===== src/hdl/dcs_pkg.sv =====
// Package for the decoder CPU status register bank: map, field layout, sizes.
package dcs_pkg;

	// ------------------------------------------------------------
	// Read map offsets (4-bit CPU address)
	// ------------------------------------------------------------
	localparam logic [3:0] ADR_HEADER = 4'h0;
	localparam logic [3:0] ADR_SUBHEADER = 4'h1;
	localparam logic [3:0] ADR_HDR_FLAGS = 4'h2;
	localparam logic [3:0] ADR_MODE_FORM = 4'h3;
	localparam logic [3:0] ADR_DEC_STS = 4'h4;
	localparam logic [3:0] ADR_INT_STS = 4'h5;
	localparam logic [3:0] ADR_DMA_STS = 4'h6;
	localparam logic [3:0] ADR_BUF_RD_CMD = 4'hD;
	localparam logic [3:0] ADR_CMADR_PRM = 4'hE;
	localparam logic [3:0] ADR_CMADRH_HIF = 4'hF;

	// ------------------------------------------------------------
	// Write map offsets used by this block
	// ------------------------------------------------------------
	localparam logic [3:0] ADR_INT_CLEAR = 4'h4;
	localparam logic [3:0] ADR_BUF_WR_HIF = 4'hD;
	localparam logic [3:0] ADR_RESULT_WR = 4'hE;
	localparam logic [3:0] ADR_REG_ADDR = 4'hF;

	// ------------------------------------------------------------
	// Field positions
	// ------------------------------------------------------------
	localparam int BANK_BIT = 7;
	localparam int HIF_CLR_RESULT_BIT = 6;
	localparam int HIF_CLR_BUSY_BIT = 7;
	localparam int INT_HOST_CMD_BIT = 3;
	localparam int INT_RESULT_EMPTY_BIT = 5;
	localparam int NUM_INT = 7;
	localparam int NUM_HOST_IRQ = 3;

	// ------------------------------------------------------------
	// Sizes and reset values
	// ------------------------------------------------------------
	localparam int FIFO_DEPTH = 10;
	localparam logic [3:0] FIFO_LAST = 4'h9;
	localparam logic [3:0] FIFO_FULL_CNT = 4'hA;
	localparam logic [7:0] RESET_BYTE = 8'h00;
	localparam logic [1:0] BYTE_IDX_LAST = 2'h3;

	// Per-sector decoder status flags, bit7 first
	typedef struct packed {
		logic check_parity_all_zero;
		logic erasure_seen;
		logic fix_inhibited;
		logic bytes_were_fixed;
		logic detect_code_ok;
		logic parity_correct_ok;
		logic short_sector;
		logic sync_missing;
	} dcs_dec_sts_s;

	// Mode/form result of the corrector plus the raw mode byte
	typedef struct packed {
		logic corrected_mode_bit;
		logic corrected_form_bit;
		logic [7:0] raw_mode_byte;
		logic raw_mode_erasure;
	} dcs_mode_in_s;

endpackage


===== src/hdl/dcs_status_regs.sv =====
// CPU read-side status register bank of the sector decoder with host FIFOs.
// Operation
// - Four reads of address 1 return the subheader bytes, file byte first.
// - Interrupt status shows raw conditions, independent of the mask register.
// - Interrupt bits 0..6: decoder, host DMA, overrun, command, reset, result, timeout.
// - Decoder status bit0 flags a missing sync mark replaced by an inserted sync.
// - Decoder status bit1 flags a short sector; such sectors skip ECC and EDC.
// - Decoder status bit2 means no errors remain through P parity; form 2 don't-care.
// - Decoder status bit3 is set when the EDC check finds no error.
// - Decoder status bit4 is set when at least one byte was corrected.
// - Decoder status bit5 flags mode byte error under auto detect; skip ECC and EDC.
// - Decoder status bit6 flags erasure pointer on any non-sync byte.
// - Decoder status bit7 flags error-free EDC parity bytes that are all zero.
// - Mode/form valid only in correction modes; bits 1,0 encode corrected format.
// - Mode/form bits 2..4: raw mode low bits, and OR of upper bits with pointer.
// - Write-ready rises when byte is stored or write DMA enabled; falls on write.
// - Read-ready rises when a fetched byte waits, falls when the CPU reads it.
// - DMA status bit2 shows read pointer bit; bit7 mirrors the bank select.
// - With read DMA enabled, each data read launches the next buffer read.
// - Host irq bits 0..2 set by CPU one-writes, cleared by host one-writes.
// - Host status bit3 means parameters readable, bit4 means parameter FIFO full.
// - In the 80-style host mode parameters come from a 10-byte FIFO.
// - Host status bit5 means result FIFO writable, bit6 means result FIFO empty.
// - Host status bit7 is busy: set by host command, cleared by CPU clear-busy.
// - Writing one to an interrupt clear bit clears that status; self-clearing.
// - Register address bit7 is the bank select for the 16-location map.
`timescale 1ns/1ns
module dcs_status_regs
	import dcs_pkg::*;
(
	input wire logic clk_i,
	input wire logic reset_i,
	input wire logic [3:0] cpu_addr_i,
	input wire logic cpu_rd_i,
	input wire logic cpu_wr_i,
	input wire logic [7:0] cpu_wdata_i,
	output logic [7:0] cpu_rdata_o,
	input wire logic sector_new_i,
	input wire logic [31:0] header_bytes_i,
	input wire logic [31:0] subheader_bytes_i,
	input wire logic [7:0] header_error_flags_i,
	input wire logic sector_done_i,
	input wire dcs_dec_sts_s dec_sts_i,
	input wire dcs_mode_in_s mode_in_i,
	input wire logic correction_mode_active_i,
	output logic fix_skip_o,
	input wire logic [NUM_INT-1:0] int_event_i,
	input wire logic [15:0] current_minute_addr_i,
	input wire logic cpu_dma_enable_i,
	input wire logic cpu_dma_direction_i,
	output logic buf_wr_req_o,
	output logic [7:0] buffer_write_data_o,
	input wire logic buf_wr_done_i,
	output logic buf_rd_req_o,
	input wire logic buf_rd_valid_i,
	input wire logic [7:0] buf_rd_data_i,
	input wire logic buf_rd_pointer_i,
	input wire logic host_style_select_i,
	input wire logic host_cmd_wr_i,
	input wire logic [7:0] host_cmd_data_i,
	input wire logic host_param_wr_i,
	input wire logic [7:0] host_param_data_i,
	input wire logic [NUM_HOST_IRQ-1:0] host_irq_clear_i,
	input wire logic host_result_rd_i,
	output logic [7:0] host_result_data_o,
	output logic [NUM_HOST_IRQ-1:0] host_irq_state_o,
	output logic host_busy_flag_o,
	output logic host_param_full_o,
	output logic host_result_empty_o
);
	// ------------------------------------------------------------
	// Helpers and state
	// ------------------------------------------------------------
	function automatic logic [3:0] fifo_next(input logic [3:0] p);
		fifo_next = (p == FIFO_LAST) ? 4'h0 : p + 4'h1;
	endfunction
	logic [7:0] rdata_ff;
	logic bank_select_bit_ff;
	logic [1:0] hdr_idx_ff;
	logic [1:0] sub_idx_ff;
	logic [7:0] hdr_flags_ff;
	dcs_dec_sts_s dec_sts_ff;
	dcs_mode_in_s mode_ff;
	logic [NUM_INT-1:0] int_sts_ff;
	logic buf_write_ready_ff;
	logic buf_read_ready_ff;
	logic buf_read_pointer_bit_ff;
	logic [7:0] buffer_read_data_ff;
	logic [7:0] bwdata_ff;
	logic bwreq_ff;
	logic [7:0] host_command_in_ff;
	logic host_busy_flag_ff;
	logic [NUM_HOST_IRQ-1:0] host_irq_state_ff;
	logic [7:0] host_result_ff;
	logic [7:0] prm_mem [FIFO_DEPTH];
	logic [3:0] prm_wp_ff, prm_rp_ff, prm_cnt_ff;
	logic [7:0] rsl_mem [FIFO_DEPTH];
	logic [3:0] rsl_wp_ff, rsl_rp_ff, rsl_cnt_ff;
	logic hmode_meta_ff, hmode_ff;
	// ------------------------------------------------------------
	// Address decode
	// ------------------------------------------------------------
	wire host80 = ~hmode_ff;
	wire bank_h = bank_select_bit_ff;
	wire rd_hdr = cpu_rd_i && cpu_addr_i == ADR_HEADER;
	wire rd_sub = cpu_rd_i && cpu_addr_i == ADR_SUBHEADER;
	wire rd_bufdata = cpu_rd_i && cpu_addr_i == ADR_BUF_RD_CMD && !bank_h;
	wire rd_param = cpu_rd_i && cpu_addr_i == ADR_CMADR_PRM && bank_h && host80;
	wire wr_interrupt_clear_reg = cpu_wr_i && cpu_addr_i == ADR_INT_CLEAR;
	wire wr_bufdata = cpu_wr_i && cpu_addr_i == ADR_BUF_WR_HIF && !bank_h;
	wire wr_host_iface_control = cpu_wr_i && cpu_addr_i == ADR_BUF_WR_HIF && bank_h && host80;
	wire wr_result = cpu_wr_i && cpu_addr_i == ADR_RESULT_WR && bank_h && host80;
	wire wr_bank_select_bit = cpu_wr_i && cpu_addr_i == ADR_REG_ADDR;
	wire rd_dma_mode = cpu_dma_enable_i && !cpu_dma_direction_i;
	wire wr_dma_mode = cpu_dma_enable_i && cpu_dma_direction_i;
	// ------------------------------------------------------------
	// FIFO conditions
	// ------------------------------------------------------------
	wire prm_empty = prm_cnt_ff == 4'h0;
	wire prm_full = prm_cnt_ff == FIFO_FULL_CNT;
	wire prm_push = host_param_wr_i && host80 && !prm_full;
	wire prm_pop = rd_param && !prm_empty;
	wire rsl_empty = rsl_cnt_ff == 4'h0;
	wire rsl_full = rsl_cnt_ff == FIFO_FULL_CNT;
	wire rsl_clear = wr_host_iface_control && cpu_wdata_i[HIF_CLR_RESULT_BIT];
	wire rsl_push = wr_result && !rsl_full && !rsl_clear;
	wire rsl_pop = host_result_rd_i && host80 && !rsl_empty && !rsl_clear;
	wire rsl_drained = rsl_pop && rsl_cnt_ff == 4'h1;
	// ------------------------------------------------------------
	// Read data composition
	// ------------------------------------------------------------
	wire [7:0] mode_form_val = correction_mode_active_i ?
		{3'b000, mode_ff.raw_mode_erasure | (|mode_ff.raw_mode_byte[7:2]),
		 mode_ff.raw_mode_byte[1:0], mode_ff.corrected_mode_bit,
		 mode_ff.corrected_form_bit} : RESET_BYTE;
	wire [7:0] dma_sts_val = {bank_select_bit_ff, 4'h0, buf_read_pointer_bit_ff,
		buf_read_ready_ff, buf_write_ready_ff};
	wire [7:0] hif_sts_val = {host_busy_flag_ff, rsl_empty, !rsl_full, prm_full,
		!prm_empty, host_irq_state_ff};
	wire [7:0] hdr_byte = header_bytes_i[8*hdr_idx_ff +: 8];
	wire [7:0] sub_byte = subheader_bytes_i[8*sub_idx_ff +: 8];
	logic [7:0] nxt_rdata;
	always_comb begin
		case (cpu_addr_i)
			ADR_HEADER: nxt_rdata = hdr_byte;
			ADR_SUBHEADER: nxt_rdata = sub_byte;
			ADR_HDR_FLAGS: nxt_rdata = hdr_flags_ff;
			ADR_MODE_FORM: nxt_rdata = mode_form_val;
			ADR_DEC_STS: nxt_rdata = dec_sts_ff;
			ADR_INT_STS: nxt_rdata = {1'b0, int_sts_ff};
			ADR_DMA_STS: nxt_rdata = dma_sts_val;
			ADR_BUF_RD_CMD: nxt_rdata = bank_h ?
				(host80 ? host_command_in_ff : RESET_BYTE) : buffer_read_data_ff;
			ADR_CMADR_PRM: nxt_rdata = bank_h ?
				((host80 && !prm_empty) ? prm_mem[prm_rp_ff] : RESET_BYTE) :
				current_minute_addr_i[7:0];
			ADR_CMADRH_HIF: nxt_rdata = bank_h ?
				(host80 ? hif_sts_val : RESET_BYTE) : current_minute_addr_i[15:8];
			default: nxt_rdata = RESET_BYTE;
		endcase
	end
	// ------------------------------------------------------------
	// CPU read port and bank select
	// ------------------------------------------------------------
	always_ff @(posedge clk_i or posedge reset_i) begin
		if (reset_i) begin
			rdata_ff <= RESET_BYTE;
			bank_select_bit_ff <= 1'b0;
		end else begin
			if (cpu_rd_i) rdata_ff <= nxt_rdata;
			if (wr_bank_select_bit) bank_select_bit_ff <= cpu_wdata_i[BANK_BIT];
		end
	end
	// ------------------------------------------------------------
	// Header and subheader byte walkers
	// ------------------------------------------------------------
	// A new sector restarts both walks even mid-sequence
	always_ff @(posedge clk_i or posedge reset_i) begin
		if (reset_i) begin
			hdr_idx_ff <= 2'h0;
			sub_idx_ff <= 2'h0;
		end else if (sector_new_i) begin
			hdr_idx_ff <= 2'h0;
			sub_idx_ff <= 2'h0;
		end else begin
			if (rd_hdr) hdr_idx_ff <= hdr_idx_ff + 2'h1;
			if (rd_sub) sub_idx_ff <= sub_idx_ff + 2'h1;
		end
	end
	// ------------------------------------------------------------
	// Per-sector decoder status capture
	// ------------------------------------------------------------
	always_ff @(posedge clk_i or posedge reset_i) begin
		if (reset_i) begin
			dec_sts_ff <= '0;
			mode_ff <= '0;
			hdr_flags_ff <= RESET_BYTE;
		end else if (sector_done_i) begin
			dec_sts_ff <= dec_sts_i;
			mode_ff <= mode_in_i;
			hdr_flags_ff <= header_error_flags_i;
		end
	end
	assign fix_skip_o = dec_sts_ff.short_sector | dec_sts_ff.fix_inhibited;
	// ------------------------------------------------------------
	// Interrupt status: raw sticky bits, set wins over clear
	// ------------------------------------------------------------
	logic [NUM_INT-1:0] int_set;
	always_comb begin
		int_set = int_event_i;
		int_set[INT_HOST_CMD_BIT] = int_event_i[INT_HOST_CMD_BIT] | host_cmd_wr_i;
		int_set[INT_RESULT_EMPTY_BIT] = int_event_i[INT_RESULT_EMPTY_BIT] | rsl_drained;
	end
	always_ff @(posedge clk_i or posedge reset_i) begin
		if (reset_i) int_sts_ff <= '0;
		else int_sts_ff <= int_set |
			(int_sts_ff & ~(wr_interrupt_clear_reg ? cpu_wdata_i[NUM_INT-1:0] : '0));
	end
	// ------------------------------------------------------------
	// CPU buffer port
	// ------------------------------------------------------------
	always_ff @(posedge clk_i or posedge reset_i) begin
		if (reset_i) begin
			buf_write_ready_ff <= 1'b0;
			buf_read_ready_ff <= 1'b0;
			buf_read_pointer_bit_ff <= 1'b0;
			buffer_read_data_ff <= RESET_BYTE;
			bwdata_ff <= RESET_BYTE;
			bwreq_ff <= 1'b0;
		end else begin
			bwreq_ff <= wr_bufdata;
			if (wr_bufdata) bwdata_ff <= cpu_wdata_i;
			if (buf_wr_done_i || wr_dma_mode) buf_write_ready_ff <= 1'b1;
			else if (wr_bufdata) buf_write_ready_ff <= 1'b0;
			if (buf_rd_valid_i) begin
				buf_read_ready_ff <= 1'b1;
				buffer_read_data_ff <= buf_rd_data_i;
				buf_read_pointer_bit_ff <= buf_rd_pointer_i;
			end else if (rd_bufdata) begin
				buf_read_ready_ff <= 1'b0;
			end
		end
	end
	assign buf_wr_req_o = bwreq_ff;
	assign buffer_write_data_o = bwdata_ff;
	// Combinational so the next fetch starts in the read cycle itself
	assign buf_rd_req_o = rd_bufdata && rd_dma_mode;
	// ------------------------------------------------------------
	// Host command, busy and host interrupt state
	// ------------------------------------------------------------
	always_ff @(posedge clk_i or posedge reset_i) begin
		if (reset_i) begin
			host_command_in_ff <= RESET_BYTE;
			host_busy_flag_ff <= 1'b0;
			host_irq_state_ff <= '0;
		end else begin
			if (host_cmd_wr_i) host_command_in_ff <= host_cmd_data_i;
			if (host_cmd_wr_i) host_busy_flag_ff <= 1'b1;
			else if (wr_host_iface_control && cpu_wdata_i[HIF_CLR_BUSY_BIT]) host_busy_flag_ff <= 1'b0;
			host_irq_state_ff <= (wr_host_iface_control ? cpu_wdata_i[NUM_HOST_IRQ-1:0] : '0) |
				(host_irq_state_ff & ~host_irq_clear_i);
		end
	end
	assign host_irq_state_o = host_irq_state_ff;
	assign host_busy_flag_o = host_busy_flag_ff;
	// ------------------------------------------------------------
	// Host mode pin synchroniser
	// ------------------------------------------------------------
	always_ff @(posedge clk_i or posedge reset_i) begin
		if (reset_i) begin
			hmode_meta_ff <= 1'b0;
			hmode_ff <= 1'b0;
		end else begin
			hmode_meta_ff <= host_style_select_i;
			hmode_ff <= hmode_meta_ff;
		end
	end
	// ------------------------------------------------------------
	// Parameter FIFO: host fills, CPU drains
	// ------------------------------------------------------------
	// Pushes into a full FIFO are dropped; the host must watch the full flag
	always_ff @(posedge clk_i) begin
		if (prm_push) prm_mem[prm_wp_ff] <= host_param_data_i;
		if (rsl_push) rsl_mem[rsl_wp_ff] <= cpu_wdata_i;
	end
	always_ff @(posedge clk_i or posedge reset_i) begin
		if (reset_i) begin
			prm_wp_ff <= 4'h0;
			prm_rp_ff <= 4'h0;
			prm_cnt_ff <= 4'h0;
		end else begin
			if (prm_push) prm_wp_ff <= fifo_next(prm_wp_ff);
			if (prm_pop) prm_rp_ff <= fifo_next(prm_rp_ff);
			prm_cnt_ff <= prm_cnt_ff + {3'b000, prm_push} - {3'b000, prm_pop};
		end
	end
	assign host_param_full_o = prm_full;
	// ------------------------------------------------------------
	// Result FIFO: CPU fills, host drains
	// ------------------------------------------------------------
	always_ff @(posedge clk_i or posedge reset_i) begin
		if (reset_i) begin
			rsl_wp_ff <= 4'h0;
			rsl_rp_ff <= 4'h0;
			rsl_cnt_ff <= 4'h0;
			host_result_ff <= RESET_BYTE;
		end else if (rsl_clear) begin
			rsl_wp_ff <= 4'h0;
			rsl_rp_ff <= 4'h0;
			rsl_cnt_ff <= 4'h0;
		end else begin
			if (rsl_push) rsl_wp_ff <= fifo_next(rsl_wp_ff);
			if (rsl_pop) begin
				rsl_rp_ff <= fifo_next(rsl_rp_ff);
				host_result_ff <= rsl_mem[rsl_rp_ff];
			end
			rsl_cnt_ff <= rsl_cnt_ff + {3'b000, rsl_push} - {3'b000, rsl_pop};
		end
	end
	assign host_result_data_o = host_result_ff;
	assign host_result_empty_o = rsl_empty;
	assign cpu_rdata_o = rdata_ff;
endmodule


===== config.mk =====
export PLATFORM = sky130hd
export DESIGN_NAME = dcs_status_regs
export DESIGN_NICKNAME = d
export VERILOG_FILES = /design/src/hdl/dcs_pkg.sv /design/src/hdl/dcs_status_regs.sv
export SDC_FILE = /design/constraint.sdc
export NUM_CORES = 1
export LEC_CHECK = 0
export BUFFER_PORTS_ARGS = -buffer_cell sky130_fd_sc_hd__buf_2
export CORE_MARGIN = 8
export CORE_UTILIZATION = 57
export DETAILED_ROUTE_END_ITERATION = 8
export PLACE_DENSITY = 0.91
export SLEW_MARGIN = 40
export SYNTH_ARGS = -nofsm -noshare
export SYNTH_HDL_FRONTEND = slang
export SYNTH_SLANG_ARGS = --single-unit
export TNS_END_PERCENT = 10

===== constraint.sdc =====
create_clock -name clk_i -period 4.2 [get_ports clk_i]
set_input_delay 0.21 -clock clk_i [delete_from_list [all_inputs] [get_ports clk_i]]
set_output_delay 0.21 -clock clk_i [all_outputs]
set_load 0.01 [all_outputs]

==> run_results.csv, run 1 <==
group,metric,value,unit
outcome,status,"finished clean",
sta,setup_violations,0,
die,die_y,162.0,um
die,fp.coreArea,20960,um2
yosys,ys_seq_area_share,62.81,%
sta,tns,0,ps
cts,tritoncts.num_buffers,28,
routing,viasPerCell,6.594,
setup_path,critPathBufInv,2,
cells_and_area,multi_input_area,4234,um2
global_route,grt_pass1_wl,57.06,mm
setup_path,critPathSlowestCell,"nor2_1",
cts,clk_latency,540,ps
cts,cts.clk_slew.worst_paths,70,ps
sta,period_share,85.22,%
die,num_io_pins,202,
yosys,synth_seq_cells,273,
cts,clockRootBuffer,"clkbuf_16",
cells_and_area,final_common_cell,"buf_2",
setup_path,path_cells,"nor2b_1 > o21ai_0 > nor2_1 > ha_1 > inv_1 > ha_1 > inv_1 > fa_1 > xnor2_1",
routing,finalWirelength,38.22,mm
yosys,synthCells,817,
power_and_ir_drop,pwr_density_cell,500.9,nW/um2
flow_run,cap_violations,0,
sta,slew_headroom,36.55,%
routing,first_iter_violations,1386,
setup_path,path_max_fanout,11,
cells_and_area,most-common-layout-cells,"203 x buf_2, 160 x edfxtp_1, 111 x dfrtp_1",
sta,max_freq,279.4,MHz
yosys,synth_edf_count,160,
sta,grt_setup_unrepaired,"false",
sta,finalMaxSlewViolations,0,
placement,place_congestion,0.9446,
die,start_util,57.99,%
yosys,ys_types,65,
setup_path,cp_top_family,"simple AND/OR/NAND/NOR gates",
routing,avgRoutedWirePerCell,27.88,um
cells_and_area,fillers,1217,
cells_and_area,syn_to_final_growth,23.40,%
power_and_ir_drop,leakage,5.890,nW
cts,clockBufferDepth,3,
placement,portBuffers,201,
setup_path,critPathArrivalTime,3990,ps
global_route,antenna_found_initial,3,
yosys,syn_area_per_cell,14.87,um2
routing,drc_errors,0,
global_route,grt_usage,28.70,%
yosys,async_reset_ff_share,41.39,%
yosys,yosys_warnings,0,
sta,hold_viol_final,0,
cts,cts-resized-gates,0,
global_route,grt_pass1_vias,9584,
routing,detail_route.first_pass.iterations,6,
setup_path,critPathMaxStageDelay,730,ps
power_and_ir_drop,peakVddDrop,0.4493,mV
setup_path,crit_type,"reg2reg",
setup_path,cp.required,4610,ps
placement,dp_hpwl,23.74,mm
cts,clock_sinks,273,
sta,tightest_slew,948.3,ps
cts,cts_setup_buffers,0,
power_and_ir_drop,p_total,0.007512,W
cts,cts_tree,"built",
die,rows,53,
setup_path,end_kind,"register",
sta,fin_skew,19.35,ps
yosys,synthFlopType,"edfxtp_1",
die,die_area,26250,um2
min_path,hp-class,"in2reg",
setup_path,start_kind,"register",
die,die_w,162.0,um
cells_and_area,nets,1258,
cells_and_area,drive_gt1_share,35.01,%
cells_and_area,postLayoutCellArea,15000,um2
yosys,syn_nets,1002,
cts,htreeDepth,1,
routing,ant_nets,0,
global_route,grt.overflow.total,0,
sta,period_minus_slack,3579,ps
yosys,syn-cell-area,12150,um2
cells_and_area,ff_latch_area,7635,um2
placement,post_dp_cell_area,13410,um2
routing,vias,9040,
global_route,grt_max_degree,85,
cts,cts_hold_buf,61,
## power breakdown
part / leakage [nW] / total (W) / internal, W / switching (W)
clock: 0.469 / 0.00257 / 0.00153 / 0.00104
combinational: 2.63 / 0.00157 / 0.000758 / 0.000808
sequential: 2.79 / 0.00338 / 0.00309 / 0.000291
total: 5.89 / 0.00751 / 0.00538 / 0.00213
## state kept, by name, indices dropped and copies added, names as in the netlist, 2 cells and up
| signal | count |
|---|---|
| prm_mem | 80 |
| rsl_mem | 80 |
| mode_ff | 11 |
| buffer_read_data_ff | 8 |
| buffer_write_data_o | 8 |
| cpu_rdata_o | 8 |
| dec_sts_ff | 8 |
| hdr_flags_ff | 8 |
| host_command_in_ff | 8 |
| host_result_data_o | 8 |
| int_sts_ff | 7 |
| prm_cnt_ff | 4 |
| prm_rp_ff | 4 |
| prm_wp_ff | 4 |
| rsl_cnt_ff | 4 |
| rsl_rp_ff | 4 |
| rsl_wp_ff | 4 |
| host_irq_state_o | 3 |
| hdr_idx_ff | 2 |
| sub_idx_ff | 2 |
## metal layers
layer	vias to the layer above	track usage (%)	wire (um)
li1	3642	-	-
met1	4415	33.50	12910
met2	759	47.77	18770
met3	222	7.593	4113
met4	2	15.78	2405
met5	-	0	13
## final timing paths
check                                   startpoint                         to  slack [ps]  cells past startpoint
setup reg to reg                bank_h$_DFFE_PP0P_    prm_cnt_ff[2]$_DFF_PP0_         620                      9
max in group asynchronous                  reset_i   prm_rp_ff[1]$_DFFE_PP0P_        3000                      4
hold reg to reg            hmode_meta_ff$_DFF_PP0_         hmode_ff$_DFF_PP0_         360                      0
min in group asynchronous                  reset_i  dec_sts_ff[6]$_DFFE_PP0P_         320                      3
hold / removal                host_param_data_i[0]    prm_mem[6][0]$_DFFE_PP_          20                      1
setup / recovery                bank_h$_DFFE_PP0P_    prm_cnt_ff[2]$_DFF_PP0_         620                      9
## cell usage after synthesis (4+ instances only)
master,n,area [um2]
nor3b_1,5,37.54
ha_1,14,175.2
mux2_2,66,743.2
buf_2,13,65.06
dfrtp_1,113,2828
xnor2_1,7,61.31
inv_1,30,112.6
a2bb2oi_1,5,43.79
a211o_1,5,43.79
nand2b_1,7,43.79
nor2b_1,19,118.9
clkbuf_1,26,97.59
a22oi_1,22,165.2
a21oi_1,13,65.06
nand3b_1,5,37.54
a211oi_1,4,30.03
nor3_1,13,65.06
xor2_1,6,52.55
nor2_1,32,120.1
mux2i_1,15,150.1
mux4_1,6,157.7
mux4_2,43,968.4
a22o_1,10,87.58
o21ai_0,32,160.2
o31ai_1,5,37.54
nand3_1,14,70.07
or3_1,5,31.28
a21o_1,14,105.1
nand2_1,51,191.4
buf_1,5,18.77
edfxtp_1,160,4805
a221o_1,5,50.05
buf_4,4,30.03
## kinds of logic (layout without fill, tap and decap cells)
| group | Yosys count | count (layout) | share of synthesized area, % |
|---|---|---|---|
| XOR/XNOR | 13 | 13 | 0.9370 |
| AO/OA/AOI/OAI | 134 | 134 | 7.836 |
| flip-flops | 273 | 273 | 62.81 |
| adder cells (fa/ha/maj) | 16 | 16 | 1.771 |
| other | 0 | 2 | 0 |
| buffers and inverters | 80 | 357 | 2.790 |
| AND/OR/NAND/NOR | 171 | 171 | 7.239 |
| multiplexers | 130 | 130 | 16.62 |
## cell type report
cell class / count / area share, %
diodes: 2 / 0.03338
clock buffers: 41 / 5.440
inverters: 31 / 0.8260
well taps: 275 / 2.295
multi-input cells: 464 / 28.24
flip-flops and latches: 273 / 50.91
repair buffers: 275 / 11.40
clock inverters: 10 / 0.8594
## through the flow
| step | worst slack (ps) | utilization [%] | hold slack (ps) | std cells |
|---|---|---|---|---|
| 2_1_floorplan | 1003 | - | 241.4 | 817 |
| 3_3_place_gp | 989.2 | 63.74 | 359.7 | 1254 |
| 3_5_place_dp | 798.9 | 63.98 | 356.4 | 1256 |
| 4_1_cts | 771.3 | 71.40 | 4.262 | 1368 |
| 5_1_grt | 428.7 | 71.55 | 8.953 | 1370 |
| 6_report | 620.7 | 71.56 | 17.32 | 1371 |
No activity file was read; power rests on OpenSTA's default activity.
==> run 2, diff against run 1 <==
PLACE_DENSITY = 0.78   (was 0.91)
==> run_results.csv, run 2 (synthesized netlist as in run 1, its figures left out) <==
group,metric,value,unit
routing,finalWirelength,32.79,mm
setup_path,rr_endpoint,"rsl_cnt_ff[2]$_DFF_PP0_",
cells_and_area,syn_to_final_growth,24.45,%
cells_and_area,final_common_cell,"buf_2",
setup_path,regToRegSetupSlack,890,ps
cts,htreeDepth,1,
routing,drc_errors,0,
die,die_y,162.0,um
sta,finalMaxSlewViolations,0,
routing,first_iter_violations,753,
flow_run,cap_violations,0,
global_route,grt_pass1_vias,9114,
routing,met3_length,2.650,mm
cts,clockRootBuffer,"clkbuf_16",
cells_and_area,reg.largest.list,"prm_mem x80, rsl_mem x80, mode_ff x11",
setup_path,reg2reg_depth,11,
die,die_area,26250,um2
cts,clk_latency,540,ps
die,fp.coreArea,20960,um2
sta,fin_skew,25.42,ps
setup_path,setup.worst_path.end,"rsl_cnt_ff[2]$_DFF_PP0_",
cts,tritoncts.num_buffers,28,
cts,clockBufferDepth,3,
setup_path,cp.required,4600,ps
min_path,hp-class,"in2reg",
power_and_ir_drop,pwr_density_cell,493.3,nW/um2
sta,setup_violations,0,
routing,viasPerCell,6.097,
setup_path,crit_type,"reg2reg",
routing,vias,8444,
setup_path,r2r-start,"bank_h$_DFFE_PP0P_",
placement,place_congestion,0.8750,
cells_and_area,utilization,72.17,%
routing,avgRoutedWirePerCell,23.68,um
sta,period_share,78.80,%
cells_and_area,most-common-layout-cells,"201 x buf_2, 160 x edfxtp_1, 111 x dfrtp_1",
global_route,grt_pass1_wl,50.33,mm
setup_path,path_max_fanout,18,
sta,grt_setup_unrepaired,"false",
cells_and_area,nets,1267,
power_and_ir_drop,p_total,0.007460,W
sta,tightest_slew,857.8,ps
setup_path,crit_path_start,"bank_h$_DFFE_PP0P_",
die,num_io_pins,202,
routing,detail_route.first_pass.iterations,5,
global_route,grt.overflow.total,0,
sta,max_freq,302.1,MHz
sta,period_minus_slack,3310,ps
cells_and_area,postLayoutCellArea,15120,um2
outcome,status,"finished clean",
cts,cts_setup_buffers,0,
routing,drt-met1-wl,12.17,mm
placement,dp_hpwl,22.17,mm
placement,post_dp_cell_area,13430,um2
setup_path,critPathSlowestCell,"nor2b_1",
global_route,grt_max_degree,49,
setup_path,start_kind,"register",
sta,tns,0,ps
routing,wl_met2,16.18,mm
sta,slew_headroom,42.60,%
routing,top_layer,"met4",
cts,cts_tree,"built",
setup_path,critPathArrivalTime,3710,ps
die,start_util,57.99,%
sta,whs,17.20,ps
cells_and_area,drive_gt1_share,34.51,%
power_and_ir_drop,peakVddDrop,0.3889,mV
setup_path,path_cells,"nor2b_1 > and4_1 > or2_0 > buf_4 > inv_1 > ha_1 > inv_1 > ha_1 > fa_1 > xnor2_1 > nor2_1",
setup_path,end_kind,"register",
global_route,grt_usage,24.73,%
sta,hold_viol_final,0,
cts,cts.clk_slew.worst_paths,60,ps
placement,portBuffers,201,
power_and_ir_drop,leakage,5.941,nW
setup_path,critPathMaxStageDelay,580,ps
cts,clock_sinks,273,
die,die_w,162.0,um
routing,ant_nets,0,
global_route,antenna_found_initial,6,
die,rows,53,
-- run 2: cell types whose count changed in the layout (fill, tap and decap cells not counted), sizes merged --
cell         previous run  this run
dlygate4sd3            61        68
diode                   2         6
clkbuf                 41        38
clkinv                  7        10
clkinvlp                0         2
buf                   214       215
bufinv                  3         4
inv                    31        30
-- run 2: what timing repair did --
action	in CTS	in global routing
hold buffers	68	0
resized for setup	0	0
endpoints found under the hold margin	168	0
-- run 2: stage by stage --
stage,setup WS (ps),std cells
after floorplan,1003,817
after global placement,1047,1258
after detailed placement,912.8,1258
after CTS,901.3,1378
after global routing,603.6,1385
final,890.4,1385
-- run 2: metal layers --
metal / vias to the layer above / global-route usage [%]
met3: 118 / 5.366
met5: - / 0
met4: 0 / 13.30
met2: 485 / 40.91
met1: 4177 / 30.03
li1: 3664 / -
-- run 2: worst max-delay path: cells and delay by family, from the launching register on --
kind | cells | cell delay (ps)
XOR/XNOR | 1 | 160
buffers and inverters | 3 | 320
AND/OR/NAND/NOR | 4 | 1340
adder cells (fa/ha/maj) | 3 | 860
flip-flops | 1 | 490
-- run 2: worst min-delay path by stage --
stage                        startpoint                            endpoint  slack, ps  depth (start not counted)
5_1_grt            host_param_data_i[5]             prm_mem[7][5]$_DFFE_PP_         20                          1
6_report           host_param_data_i[5]             prm_mem[7][5]$_DFFE_PP_         20                          1
2_1_floorplan       host_style_select_i             hmode_meta_ff$_DFF_PP0_        240                          0
4_1_cts        current_minute_addr_i[3]          cpu_rdata_o[3]$_DFFE_PP0P_          3                          3
3_3_place_gp                    reset_i  buffer_write_data_o[4]$_DFFE_PP0P_        320                          2
3_5_place_dp                    reset_i  buffer_write_data_o[4]$_DFFE_PP0P_        320                          2
-- run 2: layout make-up --
class	instances	area, um2
multi-input cells	464	4225
fillers	1319	5832
well taps	275	344.1
diodes	6	15.01
repair buffers	284	1797
inverters	31	118.9
clock inverters	15	191.4
flip-flops and latches	273	7635
clock buffers	37	797.0
-- run 2: report_power, final --
| part | switching (W) | leakage, nW | total (W) | internal (W) |
|---|---|---|---|---|
| Combinational | 0.000713 | 2.67 | 0.00148 | 0.000763 |
| Sequential | 0.000298 | 2.79 | 0.00339 | 0.00309 |
| Clock | 0.00101 | 0.478 | 0.00260 | 0.00158 |
| Total | 0.00203 | 5.94 | 0.00746 | 0.00544 |
==> run 3, diff against run 2 <==
ABC_AREA = 1   (was not set)
CORE_UTILIZATION = 52   (was 57)
PLACE_DENSITY = 0.74   (was 0.78)
clock period = 2.85 ns   (was 4.2 ns; I/O delays follow)
==> run_results.csv, run 3 <==
group,metric,value,unit
cts,clock_sinks,273,
cts,htreeDepth,1,
yosys,syn-cell-area,12820,um2
routing,avgRoutedWirePerCell,18.51,um
placement,numPlacedInstances,1893,
setup_path,end_kind,"register",
sta,setup_violations,0,
placement,portBuffers,201,
min_path,min_to,"host_command_in_ff[2]$_DFFE_PP0P_",
routing,top_layer,"met5",
min_path,whs_path_depth,3,
routing,wl_met2,18.12,mm
cells_and_area,postLayoutCellArea,16110,um2
routing,viasPerCell,5.309,
cells_and_area,most-common-layout-cells,"382 x nand2_1, 201 x buf_2, 168 x inv_1",
routing,met3_length,3.124,mm
yosys,async_reset_ff_share,41.39,%
cts,clockRootBuffer,"clkbuf_16",
cells_and_area,nets,1874,
yosys,muxShareOfSynthArea,0.5271,%
global_route,grt_max_degree,58,
sta,period_share,93.05,%
setup_path,rr_endpoint,"rsl_cnt_ff[2]$_DFF_PP0_",
power_and_ir_drop,peakVddDrop,0.4152,mV
yosys,yosys.area.top_type,"edfxtp_1",
cells_and_area,syn_to_final_growth,25.69,%
routing,finalWirelength,37.68,mm
power_and_ir_drop,pwr_density_cell,722.8,nW/um2
yosys,synth_most_common_cell,"nand2_1",
placement,post_dp_cell_area,14180,um2
setup_path,start_kind,"register",
outcome,status,"finished clean",
yosys,synth_compound_area_share,8.306,%
die,num_io_pins,202,
routing,first_iter_violations,1041,
placement,place_congestion,0.9344,
yosys,synthFlopType,"edfxtp_1",
setup_path,regToRegSetupSlack,200,ps
die,rows,57,
sta,hold_viol_final,0,
placement,pre_cts_ws,258.5,ps
routing,detail_route.first_pass.iterations,6,
setup_path,r2r-start,"bank_h$_DFFE_PP0P_",
sta,slew_headroom,49.04,%
yosys,synth_seq_cells,273,
cts,clockBufferDepth,3,
cts,cts-resized-gates,0,
sta,finalMaxSlewViolations,0,
cts,cts.clk_slew.worst_paths,60,ps
cts,clk_latency,540,ps
yosys,yosys_warnings,0,
placement,dp_hpwl,25.46,mm
yosys,ys_top_cells_by_area,"edfxtp_1 37%, dfrtp_1 22%, nand2_1 11%",
cts,tritoncts.num_buffers,28,
yosys,ys_types,48,
sta,fin_skew,15.03,ps
cells_and_area,fin_cells,2036,
global_route,antenna_found_initial,2,
yosys,synth_fa_ha_area_share,1.679,%
yosys,synth-simple-area-share,21.88,%
setup_path,cp.required,3280,ps
sta,period_minus_slack,2652,ps
routing,vias,10810,
yosys,synthTopCellsByCount,"382 x nand2_1, 169 x inv_1, 160 x edfxtp_1",
yosys,ys_seq_area_share,59.54,%
die,fp.coreArea,24250,um2
sta,max_freq,377.1,MHz
flow_run,cap_violations,0,
yosys,synth_top_cell_area_share,37.48,%
sta,grt_setup_unrepaired,"false",
global_route,grt.overflow.total,0,
die,die_w,173.0,um
yosys,syn_area_per_cell,9.189,um2
cts,cts_tree,"built",
global_route,grt_usage,24.67,%
routing,drt-met1-wl,14.85,mm
min_path,min_from,"host_cmd_wr_i",
sta,tns,0,ps
sta,fin_ws,198.1,ps
power_and_ir_drop,leakage,7.391,nW
yosys,synth_xor_area_share,0.4783,%
min_path,hp-class,"in2reg",
setup_path,critPathArrivalTime,3080,ps
yosys,synth_top_family_by_area,"simple AND/OR/NAND/NOR gates",
routing,ant_nets,0,
cells_and_area,drive_gt1_share,18.70,%
cells_and_area,final_common_cell,"nand2_1",
routing,drc_errors,0,
die,die_y,173.0,um
sta,tightest_slew,764.5,ps
global_route,grt_pass1_vias,11160,
yosys,syn_nets,1580,
die,die_area,29930,um2
setup_path,crit_type,"reg2reg",
global_route,grt_pass1_wl,59.61,mm
yosys,synth_edf_count,160,
yosys,synthCells,1395,
cells_and_area,reg.largest.list,"prm_mem x80, rsl_mem x80, mode_ff x11",
die,start_util,52.86,%
setup_path,path_max_fanout,16,
setup_path,reg2reg_depth,12,
sta,whs,7.337,ps
==> run 3: cell types whose count changed in the layout (fill, tap and decap cells not counted), sizes merged, moves of 15 or more <==
cell and change:
nand2 +339, inv +148, nand3 +105, nor2 +102, o21ai +80, mux2 -60, mux4 -49, dlygate4sd3 +22
a22oi -21, o22ai +21, nor2b -19, mux2i -15
==> run 3: what timing repair did <==
item                      in CTS  in global routing
hold buffers                  90                  0
setup buffers                  0                  0
hold endpoints to repair     251                  0
==> run 3: logic make-up after synthesis <==
group / Yosys count
adder cells (fa/ha/maj): 16
flip-flops: 273
AO/OA/AOI/OAI: 187
AND/OR/NAND/NOR: 664
multiplexers: 6
XOR/XNOR: 7
buffers and inverters: 242
==> run 3: where the power goes <==
group / internal (W) / switching, W / total [W]
clock: 0.00254 / 0.00152 / 0.00406
sequential: 0.00456 / 0.000261 / 0.00482
combinational: 0.000986 / 0.00178 / 0.00277
==> run 3: area by class of cell <==
cell class / instances / area [um2]
multi-input cells: 880 / 4214
clock inverters: 16 / 257.7
fillers: 1909 / 8137
diodes: 1 / 2.502
repair buffers: 316 / 2107
well taps: 324 / 405.4
flip-flops and latches: 273 / 7632
clock buffers: 36 / 772.0
inverters: 190 / 720.7
==> run 3: worst max path at each step <==
stage / startpoint / end / slack (ps) / cells after the start
floorplan: rsl_cnt_ff[2]$_DFF_PP0_ / rsl_cnt_ff[2]$_DFF_PP0_ / 330 / 15
global placement: bank_h$_DFFE_PP0P_ / rsl_cnt_ff[2]$_DFF_PP0_ / 360 / 12
detailed placement: bank_h$_DFFE_PP0P_ / rsl_cnt_ff[2]$_DFF_PP0_ / 260 / 12
CTS: bank_h$_DFFE_PP0P_ / rsl_cnt_ff[2]$_DFF_PP0_ / 230 / 12
global route: bank_h$_DFFE_PP0P_ / rsl_cnt_ff[2]$_DFF_PP0_ / 30 / 12
finish: bank_h$_DFFE_PP0P_ / rsl_cnt_ff[2]$_DFF_PP0_ / 200 / 12
==> run 3: layer usage <==
metal / vias to the layer above / GRT usage, %
met3: 97 / 5.859
met1: 5040 / 30.06
met4: 2 / 10.74
met5: - / 0
met2: 525 / 41.35
li1: 5146 / -
==> run 3: through the flow <==
step                utilization, %  total power [W]
floorplan                        -         0.006627
global placement             58.47         0.007419
detailed placement           58.47         0.007501
CTS                          66.43          0.01167
global route                 66.44          0.01225
finish                       66.44          0.01165
==> run 3: critical path, cell delays in order, from the launching register on <==
cell,delay [ps]
dfrtp_1,500
nand2_1,250
nor3_4,280
nand2_2,110
nand2_4,120
inv_4,100
ha_1,280
inv_1,40
ha_1,190
fa_1,380
xor2_1,170
nand2_1,80
inv_1,40
